==> config.mk <==
export PLATFORM = sky130hd
export DESIGN_NAME = mpwdp_parser
export DESIGN_NICKNAME = d
export VERILOG_FILES = /design/src/hw/mpwdp_parser.v
export VERILOG_INCLUDE_DIRS = /design/src /design/src/hw
export SDC_FILE = /design/constraint.sdc
export NUM_CORES = 1
export LEC_CHECK = 0
export BUFFER_PORTS_ARGS = -buffer_cell sky130_fd_sc_hd__buf_2
export CAP_MARGIN = 10
export CORE_MARGIN = 2
export CORE_UTILIZATION = 40
export DETAILED_ROUTE_END_ITERATION = 12
export GPL_ROUTABILITY_DRIVEN = 0
export PLACE_DENSITY = 0.56
export SLEW_MARGIN = 20
export SYNTH_ARGS = -nofsm -noshare
export SYNTH_HDL_FRONTEND = slang
export SYNTH_SLANG_ARGS = --single-unit
==> constraint.sdc <==
create_clock -name ref_clk -period 4.2 [get_ports ref_clk]
set_input_delay 0.21 -clock ref_clk [delete_from_list [all_inputs] [get_ports ref_clk]]
set_output_delay 0.21 -clock ref_clk [all_outputs]
set_load 0.005 [all_outputs]
==> src/hw/mpwdp_defs.vh <==
// Function
// Transport-type bit must be zero; a set bit is not data and is dropped.
// The eleven reserved bits after the transport-type bit are ignored.
// Version field must read 3; anything else is dropped.
// The sixteen-bit reserved field of the data header is ignored.
// Session identifier must equal the configured session or the packet drops.
// No cookie words; the data header layout is fixed.
// In UDP mode the data header after the UDP header is parsed.
// Wrong pseudowire type raises a teardown request for the session.
// Non-conforming sublayer headers cause a silent drop.
// Transport and multichannel payload segments are 188-byte packets.
// Streaming mode segments carry frames or link channel data; not parsed here.
// Connectivity-verification bit must be zero, else the packet drops.
// Sequence numbers are checked only when the sequence-valid flag is set.
// Extended-header bits must be 00 for forwarded data packets.
// Reserved bit and reserved byte of the sublayer header are ignored.
// Three-bit flow id; one configured flow is supported.
// Consecutive sequence numbers must differ by one, else a loss is flagged.
// Sender may start sequences anywhere; the first value is never checked.
// One transport session per QAM channel; this block serves one session.
// Sender inserts no filler; segments are taken back to back.
// Payloads of one to seven packets are accepted, and more.
// Larger payloads only with larger MTU; the parser has no upper limit.
// Null packets with identifier 0x1FFF may be discarded.
// Extended-header 01 is latency measurement; 10 and 11 are non-conforming.
// Fields arrive most significant byte first, bits packed from the top.
`ifndef MPWDP_DEFS_VH
`define MPWDP_DEFS_VH
// Register offsets.
`define MPWDP_A_CTRL   8'h00
`define MPWDP_A_SESS   8'h04
`define MPWDP_A_STAT   8'h08
`define MPWDP_A_RXCNT  8'h0c
`define MPWDP_A_DRCNT  8'h10
`define MPWDP_A_LSCNT  8'h14
`define MPWDP_A_NLCNT  8'h18
// Control fields.
`define MPWDP_C_EN     0
`define MPWDP_C_UDP    1
`define MPWDP_C_SEQ    2
`define MPWDP_C_NULL   3
`define MPWDP_C_PWT    12:8
`define MPWDP_C_FLOW   18:16
// Status fields.
`define MPWDP_S_TD     0
`define MPWDP_S_LOSS   1
`define MPWDP_S_LEN    2
`define MPWDP_S_LAST   31:16
// Reset values.
`define MPWDP_CTRL_RST 32'h0000_010c
`define MPWDP_SESS_RST 32'h0000_0000
// Header layout.
`define MPWDP_VERSION  4'h3
`define MPWDP_HDR_END  5'h0b
`define MPWDP_SES_UDP  5'h0f
`define MPWDP_SES_IP   5'h03
`define MPWDP_SUB_UDP  5'h13
`define MPWDP_SUB_IP   5'h07
`define MPWDP_SEG_LAST 8'hbb
`define MPWDP_PID_POS  8'h02
`define MPWDP_NULL_PID 13'h1fff
`define MPWDP_FLUSH    2'h3
`endif

==> src/hw/mpwdp_parser.v <==
`timescale 1ns/1ps
`include "mpwdp_defs.vh"
module mpwdp_parser (
  input  wire        ref_clk,
  input  wire        rst_n,
  input  wire        psel,
  input  wire        penable,
  input  wire        pwrite,
  input  wire [7:0]  paddr,
  input  wire [31:0] pwdata,
  output wire [31:0] prdata,
  output wire        pready,
  output wire        pslverr,
  input  wire        in_valid,
  output wire        in_ready,
  input  wire [7:0]  in_data,
  input  wire        in_sop,
  input  wire        in_eop,
  input  wire [4:0]  in_pw_type,
  output wire        out_valid,
  output wire [7:0]  out_data,
  output wire        out_sop,
  output wire        out_eop,
  output wire        teardown_req,
  output wire        seq_loss
);

  // ****************************************************************
  // Declarations
  // ****************************************************************
  // Packet states; the drain state holds the input off while the delay line empties.
  localparam [2:0] S_IDLE  = 3'h0;
  localparam [2:0] S_HDR   = 3'h1;
  localparam [2:0] S_PAY   = 3'h2;
  localparam [2:0] S_DROP  = 3'h3;
  localparam [2:0] S_FLUSH = 3'h4;

  // Register file and bus read path.
  reg  [31:0] ctrl_q;
  reg  [31:0] sess_q;
  reg  [2:0]  stat_q;
  reg  [31:0] rx_cnt_q;
  reg  [31:0] dr_cnt_q;
  reg  [31:0] ls_cnt_q;
  reg  [31:0] nl_cnt_q;
  reg  [31:0] prdata_q;
  reg  [31:0] rd_d;
  reg         hit_d;
  // Parser state and one-cycle event pulses.
  reg  [2:0]  st_q;
  reg  [4:0]  hidx_q;
  reg  [23:0] hdr_q;
  reg         udp_q;
  reg  [7:0]  sidx_q;
  reg  [1:0]  fcnt_q;
  reg  [15:0] last_q;
  reg         seen_q;
  reg         segnul_q;
  reg         td_q;
  reg         loss_q;
  reg         drop_ev;
  reg         acc_ev;
  reg         len_ev;
  // Delay line and registered output stage.
  reg  [2:0]  p_v;
  reg  [2:0]  p_x;
  reg  [2:0]  p_s;
  reg  [2:0]  p_e;
  reg  [7:0]  p0;
  reg  [7:0]  p1;
  reg  [7:0]  p2;
  reg         ov_q;
  reg  [7:0]  od_q;
  reg         os_q;
  reg         oe_q;
  // Combinational decodes.
  wire        wr;
  wire        take;
  wire [31:0] w;
  wire [4:0]  ses_end;
  wire [4:0]  sub_end;
  wire        bad;
  wire        push;
  wire        shift;
  wire        nul_now;
  wire        seg_end;
  wire        bad_dh;
  wire        bad_ses;
  wire        bad_sub;
  wire        pid_pos;

  // ****************************************************************
  // APB slave
  // ****************************************************************

  // Zero wait states: every access completes in its first access cycle.
  assign pready  = 1'b1;
  assign pslverr = psel & penable & ~hit_d;
  assign prdata  = prdata_q;
  assign wr      = psel & penable & pwrite & hit_d;

  // Read mux and address decode; unmapped offsets read zero and error.
  always @* begin
    rd_d  = 32'h0000_0000;
    hit_d = 1'b1;
    case (paddr)
      `MPWDP_A_CTRL:  rd_d = ctrl_q;
      `MPWDP_A_SESS:  rd_d = sess_q;
      `MPWDP_A_STAT:  rd_d = {last_q, 13'h0000, stat_q};
      `MPWDP_A_RXCNT: rd_d = rx_cnt_q;
      `MPWDP_A_DRCNT: rd_d = dr_cnt_q;
      `MPWDP_A_LSCNT: rd_d = ls_cnt_q;
      `MPWDP_A_NLCNT: rd_d = nl_cnt_q;
      default:        hit_d = 1'b0;
    endcase
  end

  // Read data is captured in the setup cycle so it stands in the access cycle.
  always @(posedge ref_clk or negedge rst_n) begin
    if (!rst_n) begin
      prdata_q <= 32'h0000_0000;
    end else if (psel & ~penable & ~pwrite) begin
      prdata_q <= rd_d;
    end
  end

  // Configuration registers.
  always @(posedge ref_clk or negedge rst_n) begin
    if (!rst_n) begin
      ctrl_q <= `MPWDP_CTRL_RST;
      sess_q <= `MPWDP_SESS_RST;
    end else if (wr) begin
      if (paddr == `MPWDP_A_CTRL) begin
        ctrl_q <= pwdata;
      end
      if (paddr == `MPWDP_A_SESS) begin
        sess_q <= pwdata;
      end
    end
  end

  // Write-one-to-clear strobe for one bit of the status register.
  function clr_hit;
    input       wr_i;
    input [7:0] addr_i;
    input       bit_i;
    begin
      clr_hit = wr_i & (addr_i == `MPWDP_A_STAT) & bit_i;
    end
  endfunction

  // Sticky status, write one to clear; a new event in the same cycle wins.
  always @(posedge ref_clk or negedge rst_n) begin
    if (!rst_n) begin
      stat_q <= 3'h0;
    end else begin
      stat_q[`MPWDP_S_TD] <= td_q | (stat_q[`MPWDP_S_TD] &
        ~clr_hit(wr, paddr, pwdata[`MPWDP_S_TD]));
      stat_q[`MPWDP_S_LOSS] <= loss_q | (stat_q[`MPWDP_S_LOSS] &
        ~clr_hit(wr, paddr, pwdata[`MPWDP_S_LOSS]));
      stat_q[`MPWDP_S_LEN] <= len_ev | (stat_q[`MPWDP_S_LEN] &
        ~clr_hit(wr, paddr, pwdata[`MPWDP_S_LEN]));
    end
  end

  // Event counters, free running and wrapping; software takes differences.
  always @(posedge ref_clk or negedge rst_n) begin
    if (!rst_n) begin
      rx_cnt_q <= 32'h0000_0000;
      dr_cnt_q <= 32'h0000_0000;
      ls_cnt_q <= 32'h0000_0000;
      nl_cnt_q <= 32'h0000_0000;
    end else begin
      if (acc_ev) begin
        rx_cnt_q <= rx_cnt_q + 32'h0000_0001;
      end
      if (drop_ev) begin
        dr_cnt_q <= dr_cnt_q + 32'h0000_0001;
      end
      if (loss_q) begin
        ls_cnt_q <= ls_cnt_q + 32'h0000_0001;
      end
      if (nul_now) begin
        nl_cnt_q <= nl_cnt_q + 32'h0000_0001;
      end
    end
  end

  // ****************************************************************
  // Header parser
  // ****************************************************************

  // Input is only held off while the delay line drains after a packet.
  assign in_ready = (st_q != S_FLUSH);
  assign take     = in_valid & in_ready;
  assign w        = {hdr_q, in_data};
  assign ses_end  = udp_q ? `MPWDP_SES_UDP : `MPWDP_SES_IP;
  assign sub_end  = udp_q ? `MPWDP_SUB_UDP : `MPWDP_SUB_IP;

  // Data header word, UDP mode only: transport bit and version; X and reserved ignored.
  assign bad_dh  = udp_q & (hidx_q == `MPWDP_HDR_END) &
                   (w[31] | (w[19:16] != `MPWDP_VERSION));
  // Session word: one session per channel, so one configured identifier.
  assign bad_ses = (hidx_q == ses_end) & (w != sess_q);
  // Sublayer word: V, H and flow are checked; X and the reserved byte are not.
  assign bad_sub = (hidx_q == sub_end) & (w[31] | (w[29:28] != 2'h0) |
                   (w[26:24] != ctrl_q[`MPWDP_C_FLOW]));
  // Any failed word sends the rest of the packet to the drop state.
  assign bad     = bad_dh | bad_ses | bad_sub;

  // Packet state machine with one-cycle event pulses.
  always @(posedge ref_clk or negedge rst_n) begin
    if (!rst_n) begin
      st_q    <= S_IDLE;
      hidx_q  <= 5'h00;
      hdr_q   <= 24'h00_0000;
      udp_q   <= 1'b0;
      sidx_q  <= 8'h00;
      fcnt_q  <= 2'h0;
      last_q  <= 16'h0000;
      seen_q  <= 1'b0;
      td_q    <= 1'b0;
      loss_q  <= 1'b0;
      drop_ev <= 1'b0;
      acc_ev  <= 1'b0;
      len_ev  <= 1'b0;
    end else begin
      // Event pulses default low, so each lasts exactly one cycle.
      td_q    <= 1'b0;
      loss_q  <= 1'b0;
      drop_ev <= 1'b0;
      acc_ev  <= 1'b0;
      len_ev  <= 1'b0;
      // A new session forgets the learned sequence number.
      if (wr & (paddr == `MPWDP_A_SESS)) begin
        seen_q <= 1'b0;
      end
      case (st_q)
        // Only a start byte opens a packet; stray bytes between packets are ignored.
        S_IDLE: begin
          if (take & in_sop) begin
            hdr_q  <= {16'h0000, in_data};
            hidx_q <= 5'h01;
            udp_q  <= ctrl_q[`MPWDP_C_UDP];
            if (!ctrl_q[`MPWDP_C_EN]) begin
              drop_ev <= 1'b1;
              st_q    <= in_eop ? S_IDLE : S_DROP;
            end else if (in_pw_type != ctrl_q[`MPWDP_C_PWT]) begin
              // Another pseudowire type, streaming mode included, is torn down unparsed.
              td_q    <= 1'b1;
              drop_ev <= 1'b1;
              st_q    <= in_eop ? S_IDLE : S_DROP;
            end else if (in_eop) begin
              drop_ev <= 1'b1;
            end else begin
              st_q <= S_HDR;
            end
          end
        end
        // Header bytes shift into a word; each data header, session and sublayer word is checked as it completes.
        S_HDR: begin
          if (take) begin
            hdr_q  <= w[23:0];
            hidx_q <= hidx_q + 5'h01;
            if (bad | in_eop) begin
              drop_ev <= 1'b1;
              len_ev  <= ~bad & in_eop & (hidx_q == sub_end);
              st_q    <= in_eop ? S_IDLE : S_DROP;
            end else if (hidx_q == sub_end) begin
              sidx_q <= 8'h00;
              st_q   <= S_PAY;
              if (w[30]) begin
                // The first sequence after a session change is only learned.
                loss_q <= ctrl_q[`MPWDP_C_SEQ] & seen_q &
                          (w[15:0] != last_q + 16'h0001);
                last_q <= w[15:0];
                seen_q <= 1'b1;
              end
            end
          end
        end
        // Payload bytes are counted into 188-byte segments, back to back.
        S_PAY: begin
          if (take) begin
            sidx_q <= seg_end ? 8'h00 : sidx_q + 8'h01;
            if (in_eop) begin
              st_q   <= S_FLUSH;
              fcnt_q <= `MPWDP_FLUSH;
              acc_ev <= seg_end;
              len_ev <= ~seg_end;
            end
          end
        end
        // The rest of a dropped packet is swallowed up to its end byte.
        S_DROP: begin
          if (take & in_eop) begin
            st_q <= S_IDLE;
          end
        end
        // Input is held off while the last three bytes leave the delay line.
        S_FLUSH: begin
          fcnt_q <= fcnt_q - 2'h1;
          if (fcnt_q == 2'h1) begin
            st_q <= S_IDLE;
          end
        end
        default: begin
          st_q <= S_IDLE;
        end
      endcase
    end
  end

  // ****************************************************************
  // Payload delay line and null filter
  // ****************************************************************

  // Three bytes of delay let the packet identifier in bytes 1 and 2 decide
  // the fate of a whole segment before its first byte leaves the block.
  assign seg_end = (sidx_q == `MPWDP_SEG_LAST);
  assign push    = (st_q == S_PAY) & take;
  assign shift   = push | (st_q == S_FLUSH);
  // The byte at this position completes the packet identifier of a segment.
  assign pid_pos = (sidx_q == `MPWDP_PID_POS);
  assign nul_now = push & pid_pos & ctrl_q[`MPWDP_C_NULL] &
                   ({p0[4:0], in_data} == `MPWDP_NULL_PID);

  // Shift on every payload byte and on each drain cycle.
  always @(posedge ref_clk or negedge rst_n) begin
    if (!rst_n) begin
      p_v      <= 3'h0;
      p_x      <= 3'h0;
      p_s      <= 3'h0;
      p_e      <= 3'h0;
      p0       <= 8'h00;
      p1       <= 8'h00;
      p2       <= 8'h00;
      segnul_q <= 1'b0;
    end else if (shift) begin
      p_v <= {p_v[1:0], push};
      p_s <= {p_s[1:0], push & (sidx_q == 8'h00)};
      p_e <= {p_e[1:0], push & (seg_end | in_eop)};
      p2  <= p1;
      p1  <= p0;
      p0  <= push ? in_data : 8'h00;
      // A null verdict also marks the two earlier bytes of its segment.
      p_x[2] <= p_x[1] | nul_now;
      p_x[1] <= p_x[0] | nul_now;
      p_x[0] <= pid_pos ? nul_now : ((sidx_q > `MPWDP_PID_POS) & segnul_q);
      // The verdict stays for the remaining bytes of the segment.
      if (push & pid_pos) begin
        segnul_q <= nul_now;
      end
    end
  end

  // Registered output stream; a short tail segment still ends with eop.
  always @(posedge ref_clk or negedge rst_n) begin
    if (!rst_n) begin
      ov_q <= 1'b0;
      od_q <= 8'h00;
      os_q <= 1'b0;
      oe_q <= 1'b0;
    end else begin
      ov_q <= shift & p_v[2] & ~p_x[2];
      od_q <= p2;
      os_q <= shift & p_s[2];
      oe_q <= shift & p_e[2];
    end
  end

  // Start and end marks only count on forwarded bytes.
  assign out_valid    = ov_q;
  assign out_data     = od_q;
  assign out_sop      = os_q & ov_q;
  assign out_eop      = oe_q & ov_q;
  assign teardown_req = td_q;
  assign seq_loss     = loss_q;

endmodule
==> results by group <==
Floorplanning
  • Die Footprint: roughly 42,000 sq um
  • Effective utilization at floorplan: 0.407
  • Die Span Y: approximately 200 um
  • Placeable core area: approximately 40,000 sq um
  • Die width: about 200 um
  • Top-Level Pins: 109
  • Rows: between 70 and 80

Global routing
  • Total Routing Usage GR: 0.218
  • Most Used Layer, Global Route: met2
  • Initial antenna violation count: 0
  • Via count of the first global-routing pass: approximately 11,000
  • Met3 Resource Use GR: 0.0352
  • Met1 usage in global routing: 0.314
  • Largest net degree at the start of global routing: between 100 and 150
  • Wire length of the first global-routing pass: approximately 69,000 um
  • GR Layer Usage met2: 0.335
  • Grt ovf: 0

Critical path
  • Worst setup EP type: flop
  • Worst EP required: 4630 ps
  • Nature of the critical path startpoint: flop
  • Worst path depth: 5
  • Chain of cells forming the critical path: nand2b_1, nor2_1, buf_4, a21oi_4, mux2_2
  • Highest-delay cell along the critical path: a21oi_4
  • CP Data Arrival Time: ~2900 ps
  • FF-to-FF path depth: 5
  • Number of buffer and inverter stages on the critical path: 1
  • Largest stage delay on the critical path: 800 ps
  • Cell class contributing the biggest share of worst-path delay: compound AO/OA/AOI/OAI gates
  • FF-to-FF setup slack: approximately 1700 ps
  • Worst Path Class, Setup: flop to flop
  • CP max FO: 36

Drt
  • Per-cell routed wire length: between 20 and 25 um
  • WL final: 45,000 um
  • DRC marker count from the first detailed-route iteration: approximately 800
  • Remaining antenna violation count after routing: 0
  • Router iterations before antenna repair: 5
  • Via count normalized by instance count: between 5 and 6
  • Via total after detailed routing: approximately 12,000
  • Residual DRC count: 0

Timing
  • Final cycle utilization of the critical path: 0.589
  • Highest Clock Rate: 0.404 GHz
  • RSZ-0062 raised after global routing: false
  • Final worst clock skew: 17.2 ps
  • Final TNS setup: 0 ps
  • Shortest clock period the worst path allows after layout: ~2500 ps
  • Hold Violations, Final: 0
  • Worst Max-Slew Pin Slew: approximately 1100 ps
  • Post-route worst hold slack: between 40 and 50 ps
  • Tightest slew margin relative to the limit: 0.274
  • Number of pins exceeding their max-slew limit in the final report: 0
  • Final setup violating endpoints: 0

Worst hold path
  • Worst Hold Depth: 3
  • Type of the worst min-delay path: primary input to flop

CTS
  • Post-CTS clock slew at the launch and capture registers of the worst setup and hold paths: around 60 ps
  • TritonCTS Buffers: 39
  • Maximum count of clock buffers along a single path: 3
  • Total of cells resized after clock tree synthesis: 0
  • Clock tree root buffer cell: clkbuf_16
  • Number of setup buffers added after CTS: 0
  • TritonCTS clock tree: done
  • Count of H-tree levels built during CTS: 2
  • Hold-fix buffers, CTS: 35
  • CTS sink cnt: between 300 and 400
  • Worst-Skew Late Latency: 550 ps

Pwr
  • IR Drop Worst-Case VDD: ~0.00027 V
  • Leakage power figure: approximately 0.0089 uW
  • Pwr Density: 465 nW/um^2

Synth
  • Distinct cell type count after synthesis: 64
  • Warning count from the yosys run: 0
  • Number of enable-type register cells in the synthesized netlist: 0
  • Synthesized Nets: 1,481
  • Sequential share of the synthesized area: 0.524
  • Number of instances in the synthesized netlist: ~1,400
  • Async S/R FF share, synth: 1.00
  • Mean instance size in the synthesized netlist: roughly 12 sq um
  • Syn Std Cell Area: between 15,000 and 20,000 sq um
  • Top_reg_cell synth: dfrtp_1
  • Number of storage elements in the synthesis netlist: 340

Outcome
  • Result of the run: complete, no violations

Layout
  • Commonest cells after routing, fill and taps aside: 337 x dfrtp_1, 143 x nand2_1, 116 x mux2_2
  • Layout Nets: ~1,600
  • Fraction of the core area covered by cells at the end of the flow: 0.474
  • Layout filler cell count: roughly 3,700
  • Fraction of final layout cells sized beyond drive strength 1: 0.212
  • Layout-stage area growth over the synthesis result: 16.4%
  • Ant. Diodes: 0
  • Final standard cell count with taps included and fillers excluded: about 2,100
  • Commonest non-fill, non-tap cell in the layout: dfrtp_1

Placement
  • Quantity of I/O buffers inserted on ports: 107
  • Half-perimeter wire length after placement: about 32,000 um
  • Post-Place Cells: 1,996

Flow run
  • Count of max-cap constraint violations: 0
-- flip-flops by register name, indices dropped and copies added (netlist names), 2 cells and up --
register	count
ctrl_q	32
dr_cnt_q	32
ls_cnt_q	32
nl_cnt_q	32
prdata	32
rx_cnt_q	32
sess_q	32
hdr_q	24
last_q	16
out_data	8
p0	8
p1	8
p2	8
sidx_q	8
hidx_q	5
p_e	3
p_s	3
p_v	3
p_x	3
st_q	3
stat_q	3
fcnt_q	2
-- worst min-delay path, cell delays in order --
cell and delay, ps:
buf_2 180, nand3_1 110, nand2_1 50
-- logic make-up after synthesis --
logic type / share of synthesized area
DFF: 0.524
and+or+nand+nor: 0.145
buffers and inverters: 0.0214
muxes: 0.127
xor gates and xnor gates: 0.100
AOI/OAI and AO/OA: 0.0741
adders and majority gates: 0.00770
other: 0.000231
-- cell type report --
| cell class | instances | area, sq um | area share |
|---|---|---|---|
| Clock buffer | 61 | 1160 | 0.0614 |
| Clock inverter | 7 | 87.6 | 0.00463 |
| Inverter | 13 | 48.8 | 0.00258 |
| Multi-Input combinational cell | 995 | 7410 | 0.392 |
| Sequential cell | 340 | 8510 | 0.450 |
| Tap cell | 525 | 657 | 0.0347 |
| Timing Repair Buffer | 158 | 1040 | 0.0550 |
-- through the flow --
| step | instance area (sq um) | total power, uW | worst slack (ps) |
|---|---|---|---|
| 6_report | 18900 | 8800 | 1730 |
| 3_3_place_gp | 17300 | 5430 | 1500 |
| 4_1_cts | 18900 | 8880 | 1720 |
| 2_1_floorplan | 16200 | 4940 | 2050 |
| 3_5_place_dp | 17300 | 5470 | 1530 |
| 5_1_grt | 18900 | 9220 | 1560 |
-- metal layers --
| metal | vias up | routed length (um) |
|---|---|---|
| met3 | 64 | 2320 |
| met5 | - | 0 |
| met1 | 5893 | 20800 |
| met2 | 295 | 20700 |
| li1 | 5319 | - |
| met4 | 0 | 1280 |
-- Yosys cell counts, drive strengths merged, types with 8 or more instances --
master	n	share of area
dfrtp	337	0.52
nand2	143	0.033
mux2	117	0.081
xnor2	108	0.058
xor2	78	0.042
nand3	67	0.021
o21ai	62	0.019
nor2	61	0.014
nand4	39	0.016
clkbuf	34	0.0079
a22o	33	0.018
a21oi	32	0.0099
and3	29	0.011
buf	28	0.011
mux2i	28	0.017
and4	21	0.011
mux4	21	0.029
nor3	15	0.0055
nor4	15	0.0076
inv	13	0.0030
nor2b	13	0.0050
and2	12	0.0046
ha	10	0.0077
a21o	9	0.0042
nand2b	9	0.0035
a31oi	8	0.0031
-- worst paths after layout --
kind,start,endpoint
setup / recovery,st_q[2]$_DFFE_PN0P_,p1[6]$_DFFE_PN0N_
hold / removal,in_valid,hdr_q[21]$_DFFE_PN0P_
setup reg to reg,st_q[2]$_DFFE_PN0P_,p1[6]$_DFFE_PN0N_
hold reg to reg,p2[7]$_DFFE_PN0N_,out_data[7]$_DFF_PN0_
max in group asynchronous,rst_n,ls_cnt_q[28]$_DFFE_PN0P_
min in group asynchronous,rst_n,out_data[4]$_DFF_PN0_
-- report_power, final --
group / internal, uW / switching (uW) / leakage [uW] / total, uW
Sequential: 3650 / 408 / 0.00462 / 4060
Combinational: 668 / 712 / 0.00365 / 1380
Clock: 2020 / 1340 / 0.000609 / 3360
Total: 6330 / 2460 / 0.00888 / 8800
(Power assumes the default switching activity.)
